<file path="src/core/stcmd_map.vh">
/*
 * Constants of the self-test command handler: command codes, field
 * positions, register offsets and reset values.
 * Assumes inclusion by stcmd_handler.v and by the checker and bench; holds definitions only.
 */
// Summary of operation
// - command field 1100 decodes as disable self-test
// - command field 1101 decodes as enable self-test
// - self-test command with foreign address ignored, global disable excepted
// - disable to global address 0000 acts but sends no response
// - enable to global address 0000 is ignored entirely
// - eight command data bits feed CRC only, no other meaning
// - both commands accepted in standard and enhanced, long and short formats
// - short response 15 bits: zeros, prog, caplow, selftest, switch, tag, error, 0
// - long response 16 bits: address, four zeros, same status byte
// - error flag is 1 on internal device error, else 0
// - self-test bit is 1 while self-test circuitry active
// - bus-switch bit is 1 when switch is to be closed
// - programming-enable bit is 1 when OTP programming is enabled
// - capacitor-low bit set while hold-capacitor voltage under threshold
// - tag bits copied from attribute field of config register one
// - two successive disable commands activate self-test lockout
// - lockout held until cap undervoltage, Clear, regulator or timeout reset
// - under lockout enable leaves self-test off and reports bit cleared
// - accepted enable without lockout drives self-test until a disable; the code also drops it on frame timeout
// - accepted disable removes self-test drive
// - command field 1110 ignored in every format
// - command field 1111 and anything from downstream pin ignored
// - enhanced formats valid only when format selection holds 1111
`ifndef STCMD_MAP_VH
`define STCMD_MAP_VH

// command codes, global address and format selections
`define STC_CMD_DIS       4'b1100
`define STC_CMD_EN        4'b1101
`define STC_CMD_RSV14     4'b1110
`define STC_CMD_RSV15     4'b1111
`define STC_ADDR_GLOBAL   4'h0
`define STC_FMT_ENH       4'hf
`define STC_FMT_STD       4'h0

// register byte offsets
`define STC_REG_CFG       4'h0
`define STC_REG_FMT       4'h4
`define STC_REG_STAT      4'h8
`define STC_REG_RESP      4'hc

// config register fields and reset values
`define STC_CFG_ADDR_LSB  0
`define STC_CFG_TAG_LSB   4
`define STC_CFG_RST       4'h0
`define STC_FMT_RST       4'h0

`endif

</file>
<file path="src/core/stcmd_handler.v">
/*
 * Self-test command handler: decodes disable and enable self-test
 * commands, keeps the lockout state, drives the self-test plate and
 * builds the short and long status responses.
 * Assumes a frame decoder on ref_clk that has already checked CRC and
 * framing and presents each good command as a one-cycle strobe.
 * Software reaches configuration over Avalon-MM with waitrequest.
 */
`timescale 1ns/1ps
`include "stcmd_map.vh"

module stcmd_handler (
	// clock and reset
	input  wire        ref_clk,
	input  wire        sys_rst,
	// avalon-mm slave
	input  wire [3:0]  avs_address,
	input  wire        avs_read,
	input  wire        avs_write,
	input  wire [31:0] avs_writedata,
	output reg  [31:0] avs_readdata,
	output reg         avs_waitrequest,
	// decoded command from frame logic
	input  wire        cmdStrobe,
	input  wire [3:0]  cmdCode,
	input  wire [3:0]  cmdAddr,
	input  wire [7:0]  cmdData,
	input  wire        cmdLong,
	input  wire        cmdEnhanced,
	input  wire        cmdFromDownstream,
	// reset and clear events, in-domain pulses
	input  wire        clearCmdSeen,
	input  wire        frameTimeout,
	// analogue monitors, asynchronous levels
	input  wire        holdCapUnderVolt,
	input  wire        holdCapLow,
	// device state from other logic
	input  wire        internalError,
	input  wire        busSwitchClose,
	input  wire        otpProgEnabled,
	// self-test actuator
	output reg         selfTestDrive_q,
	output reg         lockout_q,
	// response to frame logic
	output reg         respValid_q,
	output reg         respLong_q,
	output reg  [15:0] respData_q
);

	// ****************************************
	// functions
	// ****************************************

	// accepted formats: enhanced only once selected
	function fmtAllowed;
		input       enh;
		input [3:0] sel;
		begin
			fmtAllowed = !enh || (sel == `STC_FMT_ENH);
		end
	endfunction

	// status byte shared by short and long answers
	function [7:0] statusByte;
		input       prog;
		input       capLow;
		input       stOn;
		input       busSw;
		input [1:0] tag;
		input       err;
		begin
			statusByte = {prog, capLow, stOn, busSw, tag, err, 1'b0};
		end
	endfunction

	// ****************************************
	// declarations
	// ****************************************

	reg  [3:0] devAddr_q;
	reg  [1:0] userTagBits_q;
	reg  [3:0] formatSel_q;
	reg        disPending_q;
	reg        uvSync1_q;
	reg        uvSync2_q;
	reg        lowSync1_q;
	reg        lowSync2_q;
	reg        respNext;

	wire       busReq;
	wire       busDone;
	wire       isDis;
	wire       isEn;
	wire       isIgnored;
	wire       fmtOk;
	wire       addrHit;
	wire       addrGlobal;
	wire       disAccept;
	wire       enAccept;
	wire       otherAccept;
	wire       lockRelease;
	wire       lockSet;
	wire       driveNext;
	wire [7:0] statNow;
	wire [7:0] dataUnused;

	// ****************************************
	// synchronisers for analogue monitors
	// ****************************************

	always @(posedge ref_clk or posedge sys_rst) begin
		if (sys_rst) begin
			uvSync1_q  <= 1'b0;
			uvSync2_q  <= 1'b0;
			lowSync1_q <= 1'b0;
			lowSync2_q <= 1'b0;
		end else begin
			uvSync1_q  <= holdCapUnderVolt;
			uvSync2_q  <= uvSync1_q;
			lowSync1_q <= holdCapLow;
			lowSync2_q <= lowSync1_q;
		end
	end

	// ****************************************
	// command decode
	// ****************************************

	// data bits only feed the crc upstream
	assign dataUnused = cmdData;

	assign isDis = (cmdCode == `STC_CMD_DIS);
	assign isEn  = (cmdCode == `STC_CMD_EN);

	// unimplemented codes and the downstream side never act
	assign isIgnored = cmdFromDownstream
		|| (cmdCode == `STC_CMD_RSV14)
		|| (cmdCode == `STC_CMD_RSV15);

	assign fmtOk      = fmtAllowed(cmdEnhanced, formatSel_q);
	assign addrGlobal = (cmdAddr == `STC_ADDR_GLOBAL);
	assign addrHit    = (cmdAddr == devAddr_q) && !addrGlobal;

	// global disable acts, global enable does not
	assign disAccept = cmdStrobe && !isIgnored && fmtOk && isDis
		&& (addrHit || addrGlobal);
	assign enAccept  = cmdStrobe && !isIgnored && fmtOk && isEn
		&& addrHit;

	// any other command to us except codes 1110 and 1111 breaks a disable pair
	assign otherAccept = cmdStrobe && !isIgnored && fmtOk && addrHit
		&& !isDis && !isEn;

	// ****************************************
	// lockout and self-test drive
	// ****************************************

	assign lockRelease = uvSync2_q || clearCmdSeen || frameTimeout;
	assign lockSet     = disAccept && disPending_q;

	assign driveNext = disAccept ? 1'b0 :
		(enAccept && !lockout_q) ? 1'b1 :
		frameTimeout ? 1'b0 :
		selfTestDrive_q;

	always @(posedge ref_clk or posedge sys_rst) begin
		if (sys_rst) begin
			selfTestDrive_q <= 1'b0;
			lockout_q       <= 1'b0;
			disPending_q    <= 1'b0;
		end else begin
			selfTestDrive_q <= driveNext;
			// a second disable in the release cycle still locks
			if (lockSet)
				lockout_q <= 1'b1;
			else if (lockRelease)
				lockout_q <= 1'b0;
			if (disAccept)
				disPending_q <= !disPending_q;
			else if (enAccept || otherAccept || lockRelease)
				disPending_q <= 1'b0;
		end
	end

	// ****************************************
	// response build
	// ****************************************

	assign statNow = statusByte(
		otpProgEnabled,
		lowSync2_q,
		driveNext,
		busSwitchClose,
		userTagBits_q,
		internalError);

	always @* begin
		respNext = (disAccept && !addrGlobal) || enAccept;
	end

	always @(posedge ref_clk or posedge sys_rst) begin
		if (sys_rst) begin
			respValid_q <= 1'b0;
			respLong_q  <= 1'b0;
			respData_q  <= 16'h0000;
		end else begin
			respValid_q <= respNext;
			if (respNext) begin
				respLong_q <= cmdLong;
				if (cmdLong)
					respData_q <= {devAddr_q, 4'h0, statNow};
				else
					respData_q <= {1'b0, 7'h00, statNow};
			end
		end
	end

	// ****************************************
	// avalon-mm slave
	// ****************************************

	// one wait state: data is loaded on the same edge that drops waitrequest
	assign busReq  = avs_read || avs_write;
	assign busDone = busReq && !avs_waitrequest;

	always @(posedge ref_clk or posedge sys_rst) begin
		if (sys_rst) begin
			avs_waitrequest <= 1'b1;
			avs_readdata    <= 32'h0000_0000;
		end else begin
			if (busReq && avs_waitrequest)
				avs_waitrequest <= 1'b0;
			else
				avs_waitrequest <= 1'b1;
			if (avs_read && avs_waitrequest) begin
				case (avs_address)
					`STC_REG_CFG:
						avs_readdata <= {26'h000_0000, userTagBits_q, devAddr_q};
					`STC_REG_FMT:
						avs_readdata <= {28'h000_0000, formatSel_q};
					`STC_REG_STAT:
						avs_readdata <= {28'h000_0000, lowSync2_q, disPending_q,
							lockout_q, selfTestDrive_q};
					`STC_REG_RESP:
						avs_readdata <= {14'h0000, respValid_q, respLong_q,
							respData_q};
					default:
						avs_readdata <= 32'h0000_0000;
				endcase
			end
		end
	end

	// writes land on the edge that completes the transfer
	always @(posedge ref_clk or posedge sys_rst) begin
		if (sys_rst) begin
			devAddr_q     <= `STC_CFG_RST;
			userTagBits_q <= 2'b00;
			formatSel_q   <= `STC_FMT_RST;
		end else if (busDone && avs_write) begin
			case (avs_address)
				`STC_REG_CFG: begin
					devAddr_q     <= avs_writedata[`STC_CFG_ADDR_LSB +: 4];
					userTagBits_q <= avs_writedata[`STC_CFG_TAG_LSB +: 2];
				end
				`STC_REG_FMT: begin
					// only the two defined selections are taken
					if (avs_writedata[3:0] == `STC_FMT_ENH
						|| avs_writedata[3:0] == `STC_FMT_STD)
						formatSel_q <= avs_writedata[3:0];
				end
				default: begin
					formatSel_q <= formatSel_q;
				end
			endcase
		end
	end

endmodule

</file>
<file path="config.mk">
export PLATFORM = sky130hd
export DESIGN_NAME = stcmd_handler
export DESIGN_NICKNAME = d
export VERILOG_FILES = /design/src/core/stcmd_handler.v
export VERILOG_INCLUDE_DIRS = /design/src /design/src/core
export SDC_FILE = /design/constraint.sdc
export NUM_CORES = 1
export LEC_CHECK = 0
export BUFFER_PORTS_ARGS = -buffer_cell sky130_fd_sc_hd__buf_2
export CAP_MARGIN = 20
export CELL_PAD_IN_SITES_DETAIL_PLACEMENT = 1
export CELL_PAD_IN_SITES_GLOBAL_PLACEMENT = 2
export CORE_ASPECT_RATIO = 1.75
export CORE_MARGIN = 2
export CORE_UTILIZATION = 28
export DETAILED_ROUTE_END_ITERATION = 12
export MAX_ROUTING_LAYER = met4
export PLACE_DENSITY = 0.82
export SYNTH_ARGS = -nofsm -noshare
export SYNTH_HDL_FRONTEND = slang
export SYNTH_SLANG_ARGS = --single-unit
</file>
<file path="constraint.sdc">
create_clock -name ref_clk -period 5.1 [get_ports ref_clk]
set_input_delay 0.51 -clock ref_clk [delete_from_list [all_inputs] [get_ports ref_clk]]
set_output_delay 0.51 -clock ref_clk [all_outputs]
set_load 0.05 [all_outputs]
</file>
After elaboration in Yosys (flattened, before gate mapping). Cells that the tools add are included.

Eq/ne operators: 10. Multiplexer cells: 10. Reductions and logical operators: 43.

Operator list (count): 18-bit case mux with 4 select lines (1); 4-bit == test (second input constant) (8); 1-bit logical AND (17); 16-bit two-way mux (1); 4-bit zero test (3); 1-bit logical OR (11); 1-bit zero test (8); 1-bit two-way mux (8); 4-bit by 3-bit == test with 1-bit output (second input constant) (1); 4-bit == test (1); 2-bit nonzero test (2); 3-bit AND reduction (1); 2-bit AND reduction (1).

Register bits after elaboration: 68. Input bits: 67. Output and inout port bits: 53. Word-level logic and storage cells: 78.

Depth between registers and ports, before layout. Gate-level depths: netlist of run 1.

Word-level depth: 13. Depth in mapped cells: 5. Gate-level depth less buffers: 4.

Least setup slack after synthesis of run 1. No wires, ideal clock.

Path type: input -> register. From: in avs_writedata[3]. To: reg formatSel_q[0]. Library setup time: 0.125 ns. Arrival time: 1.844 ns. Required time: 4.975 ns. Path slack: 3.131 ns. Stages: 3. Path buffers: 0. Path through: or4_4 -> a2111oi_4 -> mux2_2.

Word-level cells in the longest chain between the ends: 3. Elaborated cells on any way between the ends: 4. Classes of those cells: eq/ne: 1; reduce/logical: 3.

RTL lines: start, declared (line stcmd_handler.v:20) `input wire [31:0] avs_writedata,`; 4-bit == test (no line) / 4-bit zero test (equally long branches); 1-bit logical OR (no line) *; 3-bit AND reduction (no line) *; end signal, assigned (line stcmd_handler.v:259) `` formatSel_q <= `STC_FMT_RST; ``; end signal, assigned (line stcmd_handler.v:270) `formatSel_q <= avs_writedata[3:0];`; end signal, assigned (line stcmd_handler.v:273) `formatSel_q <= formatSel_q;`; end, declared (line stcmd_handler.v:82) `reg [3:0] formatSel_q;`.

Mark *: on every way between the ends. The rest lies on a longest branch, timed or not. A chain may end at the register's enable or synchronous reset.

Worst setup path after layout of run 1.
From: reg devAddr_q[1]. To: reg respData_q[3].

Word-level cells in the longest chain between the ends: 6. Elaborated cells on any way between the ends: 7. Classes of those cells: eq/ne: 1; reduce/logical: 6.

RTL lines: start, declared (line stcmd_handler.v:80) `reg [3:0] devAddr_q;`; start signal, assigned (line stcmd_handler.v:257) `` devAddr_q <= `STC_CFG_RST; ``; start signal, assigned (line stcmd_handler.v:263) `` devAddr_q <= avs_writedata[`STC_CFG_ADDR_LSB +: 4]; ``; 4-bit == test * (line stcmd_handler.v:142) `assign addrHit = (cmdAddr == devAddr_q) && !addrGlobal;`; 1-bit logical AND * (line stcmd_handler.v:142); 1-bit logical OR (line stcmd_handler.v:146) `&& (addrHit || addrGlobal);`; 1-bit logical AND (line stcmd_handler.v:146); 1-bit logical AND (line stcmd_handler.v:198) `respNext = (disAccept && !addrGlobal) || enAccept;`; 1-bit logical OR * (line stcmd_handler.v:198); end signal, assigned (line stcmd_handler.v:211) `respData_q <= {devAddr_q, 4'h0, statNow};`; end signal, assigned (line stcmd_handler.v:213) `respData_q <= {1'b0, 7'h00, statNow};`; end, declared (line stcmd_handler.v:47) `output reg [15:0] respData_q`.

Marked as above.

==> metrics, run 1 <==
area of the multi-input gates=878 µm²; Post-Place Cells=314; cts hold-fix bufs=0; Layout area overhead=21.0%; filler instances=870; sequential area share after synthesis=52.2%; R2R setup slack=2.92 ns; # Post-CTS Setup Buffers=0; RSZ-0062 raised after global routing=no; DR DRC count=0; initial antenna violation count=0; largest net degree at the start of global routing=46; Slew HR=47.5%; Max Buffers Root-to-Sink=2; Clock Latency Late Sink=0.28 ns; critical path class=register to register; minimum hold slack=0.331 ns; max-slew violation count=0; Clock Power Share=35.1%; 1st-iter DRT viols=90; Yosys warnings=0; row count=42; reg-to-reg startpoint=devAddr_q[1]$_DFFE_PP0P_; GP Congestion=0.792; clock root buffer=clkbuf_16; CTS resizes=0; Post-Route WL=4930 µm; Max VDD drop=0.119 mV; DR vias=1507; CP Launch Type=register; Synth Register Bits=45; DP HPWL=4020 µm; Gate Count Post-Synth=169; wire per inst=15.3 µm; Final setup viols=0; Pwr per Cell Area=329 nW/µm²; GRT Resource Usage Total=12.6%; DIE WIDTH=70.4 µm; Syn Area/Cell=12.8 µm²; CTS Sinks=45; worst slew pin tran=0.781 ns; initial core utilization=28.8%; register area=1130 µm²; post-layout minimum cycle time=2.18 ns; sequential power share=46.7%; core area=7510 µm²; most common cell after layout, fill and taps aside=buf_2; Clock Skews=0.00318 ns; combinational power share=18.3%; Clock transition at path regs=0.06 ns; antenna diode count=0; Synth Cell Area=2160 µm²; GRT overflow=0; static leakage=1.41 nW; Die Area=8460 µm²; fmax=0.459 GHz; IO Port Bufs=62; antenna-violating nets left=0; critical path arrival=2.34 ns; H-tree levels=2; Hold Fails Final Rpt=0; post-layout util=34.8%; CP required=5.26 ns; CTS tree=yes; global-route wire length before repair=7990 µm; CP Max Fanout=13; WL met3=259 µm; synth unique cells=36; Worst Setup End Kind=register; reg2reg end=respData_q[3]$_DFFE_PP0P_; Via density=4.68; CTS buffer count=5; layout cell share with drive strength beyond 1=41.5%; Reg2Reg Depth=4; HP Class=primary input to register; met1 WL=1730 µm; setup_tns=0 ns; internal power=0.605 mW; Die Height=120 µm; DR WL met2=2820 µm; max-cap viol count=0; sw frac=29.7%; Finished Layout Cells=322; commonest non-fill, non-tap cells in the layout=62 x buf_2, 44 x dfrtp_1, 23 x conb_1; status=complete, no violations; Critical Path Source=devAddr_q[1]$_DFFE_PP0P_; Top Metal Used=met4; CP Capture Point=respData_q[3]$_DFFE_PP0P_; Pre-antenna DRT Iters=3; fin crit share=42.7%; vias in the first global route=1559; NetSw=0.256 mW; layout net count=300; io pins=120
[logic make-up (layout without fill, tap and decap cells)]
group,Yosys count,count (layout),synth area share (%)
AO/OA/AOI/OAI,28,28,12.6
XOR/XNOR,4,4,1.62
buffers and inverters,38,81,11.0
flip-flops,45,45,52.2
multiplexers,25,25,14.5
other,1,23,0.174
AND/OR/NAND/NOR,28,28,7.93
[how the worst min path moves through the flow]
stage	from	end	slack, ns	cells after the start
5_1_grt	holdCapLow	lowSync1_q$_DFF_PP0_	0.32	1
6_report	holdCapLow	lowSync1_q$_DFF_PP0_	0.33	1
4_1_cts	holdCapLow	lowSync1_q$_DFF_PP0_	0.33	1
3_5_place_dp	uvSync1_q$_DFF_PP0_	uvSync2_q$_DFF_PP0_	0.34	0
3_3_place_gp	lowSync1_q$_DFF_PP0_	lowSync2_q$_DFF_PP0_	0.34	0
2_1_floorplan	lowSync1_q$_DFF_PP0_	lowSync2_q$_DFF_PP0_	0.33	0
[state kept, by name, indices dropped and copies added (netlist names)]
name	flops
avs_readdata	14
avs_waitrequest	1
devAddr_q	4
disPending_q	1
formatSel_q	4
lockout_q	1
lowSync1_q	1
lowSync2_q	1
respData_q	11
respLong_q	1
respValid_q	1
selfTestDrive_q	1
userTagBits_q	2
uvSync1_q	1
uvSync2_q	1
[power groups by stage]
| stage | registers [mW] | logic [mW] | clock network, mW |
|---|---|---|---|
| after global placement | 0.408 | 0.155 | 0 |
| after CTS | 0.403 | 0.159 | 0.309 |
| final | 0.402 | 0.157 | 0.302 |
| after floorplan | 0.434 | 0.103 | 0 |
| after detailed placement | 0.409 | 0.159 | 0 |
| after global routing | 0.405 | 0.169 | 0.324 |
[final cells by class]
type / instances / area share [%]
repair buffers: 64 / 12.4
flip-flops and latches: 45 / 43.1
clock inverters: 2 / 0.383
inverters: 9 / 1.29
multi-input cells: 108 / 33.6
well taps: 88 / 4.21
clock buffers: 6 / 4.93
[cells in the mapped netlist]
cell type  instances  area share (%)
dfrtp_1           44              51
buf_4             23             8.0
a22o_1            17             6.9
mux2_2            17             8.9
inv_1              9             1.6
nand2_1            7             1.2
mux2i_1            5             2.3
clkbuf_1           4            0.69
nor3_1             4            0.93
xor2_1             4             1.6
nand4_1            3            0.87
a2111oi_4          2             2.5
and2_1             2            0.58
mux4_2             2             2.1
nor2b_1            2            0.58
o211a_1            2            0.93
o21ai_0            2            0.46
o2bb2ai_1          2            0.81
a21oi_1            1            0.23
and3_1             1            0.29
buf_2              1            0.23
buf_6              1            0.52
conb_1             1            0.17
dfstp_2            1             1.2
mux4_1             1             1.2
nand2b_1           1            0.29
nand3_1            1            0.23
nand3_2            1            0.46
nor2_1             1            0.17
nor4_1             1            0.29
nor4_2             1            0.58
o2111ai_1          1            0.41
o31ai_1            1            0.35
or3_1              1            0.29
or4_4              1            0.52
or4b_4             1            0.64
[worst max-delay path: stages, from the launching register on]
cell,delay (ns)
dfrtp_1,0.43
xor2_1,0.19
nor4_2,0.55
nand3_2,0.46
mux2_2,0.43
[layer usage]
| layer | GRT usage [%] | vias to the layer above |
|---|---|---|
| li1 | - | 695 |
| met5 | - | - |
| met3 | 1.25 | 6 |
| met4 | 5.77 | 0 |
| met2 | 23.2 | 59 |
| met1 | 13.4 | 747 |
[through the flow]
stage / worst slack (ns) / area, µm² / power, mW
after floorplan: 3.13 / 2240 / 0.537
after global placement: 2.76 / 2470 / 0.563
after detailed placement: 2.70 / 2470 / 0.568
after CTS: 2.89 / 2610 / 0.870
after global routing: 2.77 / 2610 / 0.899
final: 2.92 / 2610 / 0.861
(Power assumes the default switching activity.)
==> run 2, diff against run 1 <==
- ABC_AREA: not set -> 1
- CORE_UTILIZATION: 28 -> 24
- PLACE_DENSITY: 0.82 -> 0.78
- clock period: 5.1 -> 2.24 ns (I/O delays scaled with it)
==> metrics, run 2 <==
DP HPWL=4880 µm (+22%); reg2reg end=respData_q[5]$_DFFE_PP0P_; Die Area=10300 µm² (+22%); Synth Area in Simple Gates=28.5% (+21 points); worst slew pin tran=0.587 ns (-0.193 ns); setup_tns=0 ns (unchanged); post-route setup slack=0.537 ns (-2.39 ns); antenna-violating nets left=0 (unchanged); Syn Area/Cell=8.15 µm² (-36%); 1st-iter DRT viols=93 (+3.3%); Reg2Reg Depth=10 (+6); max-cap viol count=0 (unchanged); H-tree levels=2 (unchanged); xor/xnor share of the synthesized area=0% (-1.6 points); mux contribution to synthesized area=0% (-14 points); Die Height=133 µm (+11%); reg-to-reg startpoint=devAddr_q[3]$_DFFE_PP0P_; filler instances=1160 (+33%); CTS resizes=0 (unchanged); Max Buffers Root-to-Sink=2 (unchanged); synth unique cells=27 (-25%); fmax=0.587 GHz (+28%); antenna diode count=0 (unchanged); sequential area share after synthesis=49.4% (-2.7 points); CTS Sinks=45 (unchanged); register area=1130 µm² (unchanged); Slew HR=60.8% (+13 points); Max VDD drop=0.281 mV (+140%); static leakage=1.57 nW (+11%); HP Class=primary input to register; RSZ-0062 raised after global routing=no; initial antenna violation count=0 (unchanged); Tot Pwr=2.14 mW (+150%); Worst Setup End Kind=register; Clock Skews=0.00619 ns (+0.00301 ns); Final setup viols=0 (unchanged); core area=9350 µm² (+24%); critical path class=register to register; largest net degree at the start of global routing=46 (unchanged); minimum hold slack=0.0374 ns (-0.293 ns); fin crit share=76.0% (+33 points); DR DRC count=0 (unchanged); Post-Route WL=6070 µm (+23%); CTS buffer count=5 (unchanged); io pins=120 (unchanged); critical path arrival=1.93 ns (-0.41 ns); number of synthesized flops with an enable pin=0 (unchanged); DR vias=1916 (+27%); CP Launch Type=register; largest family of logic cells by synthesized area=simple AND/OR/NAND/NOR gates; most frequent cells after synthesis=105 x nand2_1, 44 x dfrtp_1, 27 x inv_1; Area contributors post-synth=dfrtp_1 48%, nand2_1 17%, buf_4 7.9%; CP required=2.47 ns (-2.79 ns); DIE WIDTH=77.7 µm (+10%); cts hold-fix bufs=0 (unchanged); Hold Crit Depth=1 (unchanged); Yosys top cell area share=48.3% (-2.7 points); Synth Register Bits=45 (unchanged); Hold Fails Final Rpt=0 (unchanged); cell taking the most area after synthesis=dfrtp_1; layout cell share with drive strength beyond 1=27.2% (-14 points); Gate Count Post-Synth=280 (+66%); Yosys warnings=0 (unchanged); commonest non-fill, non-tap cells in the layout=105 x nand2_1, 62 x buf_2, 44 x dfrtp_1; Hold Path Sink=lowSync1_q$_DFF_PP0_; most flop-heavy register=avs_readdata; CTS tree=yes; Post-synth ARST share=100% (unchanged); compound-gate portion of the synthesized area=7.30% (-5.3 points); status=complete, no violations; GRT overflow=0 (unchanged); Layout area overhead=23.2%; clock root buffer=clkbuf_16; max-slew violation count=0 (unchanged); Synth Area in Adders=0% (unchanged); post-layout util=30.1% (-4.7 points); Clock Latency Late Sink=0.29 ns (about the same); wire per inst=13.0 µm (-15%); DP Worst Slack=0.527 ns (-2.18 ns); row count=47 (+12%); Synth Cell Area=2280 µm² (+5.6%); Top Registers=avs_readdata (14), respData_q (11); GRT Resource Usage Total=13.1% (+0.48 points); most frequent cell after synthesis=nand2_1; CP Max Fanout=18 (+5); vias in the first global route=2099 (+35%); IO Port Bufs=62 (unchanged); GP Congestion=0.781 (-1.5%); Worst Hold Launch=holdCapLow; Main synth FF type=dfrtp_1; initial core utilization=24.4% (-4.4 points); global-route wire length before repair=10200 µm (+28%); R2R setup slack=0.54 ns (-2.39 ns); layout net count=412 (+37%); Via density=4.09 (-13%); most common cell after layout, fill and taps aside=nand2_1; Clock transition at path regs=0.06 ns (about the same); # Post-CTS Setup Buffers=0 (unchanged); flip-flop count of the largest register after layout=14 (unchanged); area of the multi-input gates=903 µm² (+2.8%); post-layout minimum cycle time=1.70 ns (-0.473 ns); Pre-antenna DRT Iters=4 (+1); Pwr per Cell Area=763 nW/µm² (+130%)
## run 2: worst max-delay path, stage by stage (launching register included)
cell and delay (ns):
dfrtp_1 0.50, inv_2 0.04, nand2_1 0.05, nand2_1 0.07, nor2_2 0.12, nand2_2 0.08, nor2_4 0.13, nand3_4 0.24
clkinv_2 0.23, nand3_1 0.10, nand2_1 0.06
## run 2: how the worst max path moves through the flow
stage                              startpoint                           end  slack [ns]  cells after the start
floorplan           avs_waitrequest$_DFF_PP1_  avs_readdata[12]$_DFFE_PP0P_        0.73                      5
global placement     devAddr_q[3]$_DFFE_PP0P_     respData_q[5]$_DFFE_PP0P_        0.61                     10
detailed placement   devAddr_q[3]$_DFFE_PP0P_     respData_q[4]$_DFFE_PP0P_        0.53                     10
CTS                  devAddr_q[3]$_DFFE_PP0P_     respData_q[4]$_DFFE_PP0P_        0.50                     10
global route         devAddr_q[3]$_DFFE_PP0P_     respData_q[4]$_DFFE_PP0P_        0.38                     10
finish               devAddr_q[3]$_DFFE_PP0P_     respData_q[5]$_DFFE_PP0P_        0.54                     10
## run 2: logic make-up after synthesis
| logic type | Yosys count |
|---|---|
| simple gates | 144 |
| compound gates | 28 |
| flops | 45 |
| other cells | 1 |
| buf+inv | 62 |
## run 2: per-stage QoR
| step | area (µm²) | instances |
|---|---|---|
| detailed placement | 2640 | 460 |
| finish | 2810 | 468 |
| floorplan | 2360 | 302 |
| global placement | 2640 | 460 |
| global route | 2810 | 468 |
| CTS | 2810 | 468 |
## run 2: cell type report
| class | instances | share of cell area [%] |
|---|---|---|
| sequential | 45 | 40.1 |
| multi-input combinational | 195 | 32.1 |
| timing repair buffer | 64 | 11.6 |
| tap | 122 | 5.43 |
| clock buffer | 7 | 5.08 |
| inverter | 34 | 4.59 |
| clock inverter | 1 | 1.07 |
## run 2: report_power, final
group          internal (mW)  switching, mW  total [mW]
clock network          0.557          0.306       0.863
logic                 0.0833          0.284       0.367
registers              0.863         0.0511       0.914
## run 2: per-layer routing
metal  up-vias  part of all wire (%)  global-route usage [%]
li1        958                     -                       -
met1       892                    35                    12.4
met2        57                    57                    24.8
met3         9                   5.0                    2.25
met4         0                   2.7                    6.15
met5         -                     0                       -
==> run 3, diff against run 2 <==
- CORE_UTILIZATION: 24 -> 21
- PLACE_DENSITY: 0.78 -> 0.72
- clock period: 2.24 -> 1.5 ns (I/O delays scaled with it)
==> metrics, run 3 (synthesis gave the netlist of run 2 again) <==
Via density=3.95 (-3.6%); layout cell share with drive strength beyond 1=32.3% (+5.2 points); most common cell after layout, fill and taps aside=nand2_1; clock root buffer=clkbuf_16; Critical path buffers and inverters=1 (-1); DR DRC count=0 (unchanged); max-slew violation count=0 (unchanged); initial core utilization=21.4% (-2.9 points); slowest cell delay on critical path=0.41 ns (-0.09 ns); Pre-antenna DRT Iters=4 (unchanged); status=complete, no violations; core area=10600 µm² (+14%); Post-Place Cells=484 (+5.2%); antenna-violating nets left=0 (unchanged); wire per inst=12.5 µm (-3.9%); Hold Crit Depth=2 (+1); flip-flop count of the largest register after layout=14 (unchanged); initial antenna violation count=0 (unchanged); layout net count=431 (+4.6%); Tot Pwr=3.25 mW (+51%); CP required=1.68 ns (-0.79 ns); Final setup viols=0 (unchanged); 1st-iter DRT viols=79 (-15%); CTS Sinks=45 (unchanged); global-route wire length before repair=9860 µm (-3.5%); critical path arrival=1.61 ns (-0.32 ns); DP HPWL=5140 µm (+5.2%); Hold Fails Final Rpt=0 (unchanged); CTS tree=yes; worst path cell trace=nand2_1, nand2_1, nor2_2, nand2_2, nor2_4, nand3_4, buf_12, nand2_2, o21ai_2; Worst Setup End Kind=register; most flop-heavy register=avs_readdata; RSZ-0062 raised after global routing=yes; Post-Route WL=6170 µm (+1.7%); Layout area overhead=31.7%; commonest non-fill, non-tap cells in the layout=99 x nand2_1, 62 x buf_2, 44 x dfrtp_1; Clock Skews=0.00747 ns (+0.00128 ns); cell count along the critical path=9 (-1); post-layout util=28.2% (-1.8 points); static leakage=1.67 nW (+6.7%); Pwr per Cell Area=1080 nW/µm² (+42%); Finished Layout Cells=495 (+5.8%); GRT overflow=0 (unchanged); CTS buffer count=5 (unchanged); antenna diode count=0 (unchanged); DR vias=1953 (+1.9%); DIE WIDTH=82.8 µm (+6.5%); Clock transition at path regs=0.06 ns (about the same); delay-heaviest family, CP=simple AND/OR/NAND/NOR gates; row count=50 (+6.4%); fmax=0.696 GHz (+19%); fin crit share=95.8% (+20 points); Clock Latency Late Sink=0.29 ns (about the same); max-cap viol count=0 (unchanged); post-layout minimum cycle time=1.44 ns (-0.267 ns); Die Height=142 µm (+6.7%); CP Max Fanout=13 (-5); Top Registers=avs_readdata (14), respData_q (11); critical path class=register to register; largest net degree at the start of global routing=22 (-52%); CP Launch Type=register; Max VDD drop=0.654 mV (+130%); GRT Resource Usage Total=11.5% (-1.6 points); io pins=120 (unchanged); Reg2Reg Depth=9 (-1); Max Buffers Root-to-Sink=2 (unchanged); IO Port Bufs=62 (unchanged); Die Area=11700 µm² (+14%); GP Congestion=0.824 (+5.5%); vias in the first global route=2038 (-2.9%); Slowest cell on crit path=dfrtp_1; filler instances=1325 (+14%); HP Class=primary input to register; H-tree levels=2 (unchanged)
==> run 3: cell count changes in the layout (fill, tap and decap cells not counted), moves of 3 or more <==
| cell | change |
|---|---|
| buf_4 | +15 |
| dlygate4sd3_1 | +3 |
| nand2_1 | -6 |
| nand2_2 | +6 |
==> run 3: final timing paths <==
| kind | start | to | slack [ns] |
|---|---|---|---|
| worst min-delay path | avs_write | avs_waitrequest$_DFF_PP1_ | 0.02 |
| worst min register to register | lowSync1_q$_DFF_PP0_ | lowSync2_q$_DFF_PP0_ | 0.36 |
| worst max register to register | devAddr_q[1]$_DFFE_PP0P_ | respData_q[13]$_DFFE_PP0P_ | 0.06 |
| max in group asynchronous | sys_rst | avs_waitrequest$_DFF_PP1_ | 0.47 |
| worst max-delay path | devAddr_q[1]$_DFFE_PP0P_ | respData_q[13]$_DFFE_PP0P_ | 0.06 |
| min in group asynchronous | sys_rst | devAddr_q[3]$_DFFE_PP0P_ | 0.42 |
==> run 3: layout make-up <==
| type | count | area (µm²) | share of cell area [%] |
|---|---|---|---|
| Clock buffer | 7 | 143 | 4.75 |
| Clock inverter | 1 | 30.0 | 1.00 |
| Inverter | 34 | 129 | 4.29 |
| Multi-Input combinational cell | 195 | 923 | 30.8 |
| Sequential cell | 45 | 1130 | 37.5 |
| Tap cell | 130 | 163 | 5.42 |
| Timing Repair Buffer | 83 | 488 | 16.3 |
==> run 3: what timing repair did <==
| item | in CTS | in global routing |
|---|---|---|
| hold buffers | 3 | 0 |
| setup buffers | 0 | 0 |
| setup endpoints to repair | 0 | 15 |
| endpoints found under the hold margin | 21 | 0 |
| resized for setup | 0 | 9 |
==> run 3: layer usage <==
layer,up-vias,GRT usage (%),share of wire [%]
met5,-,-,0
met4,0,4.66,1.9
met3,7,1.27,4.4
met1,894,11.6,37
li1,993,-,-
met2,59,21.5,56
==> run 3: power breakdown <==
| group | switching, mW | internal, mW | leakage (nW) |
|---|---|---|---|
| Clock | 0.446 | 0.832 | 0.0841 |
| Sequential | 0.0540 | 1.29 | 0.597 |
| Combinational | 0.450 | 0.176 | 0.993 |
| Total | 0.950 | 2.30 | 1.67 |
==> run 3: per-stage QoR <==
step | hold slack, ns | setup TNS [ns] | setup WS [ns] | cell area, µm²
6_report | 0.0189 | 0 | 0.0637 | 3000
5_1_grt | 0.0417 | -0.499 | -0.0673 | 3000
4_1_cts | 0.0200 | 0 | 0.0102 | 2980
3_5_place_dp | 0.203 | 0 | 0.0248 | 2780
3_3_place_gp | 0.191 | 0 | 0.0674 | 2780
2_1_floorplan | 0.181 | 0 | 0.0911 | 2360
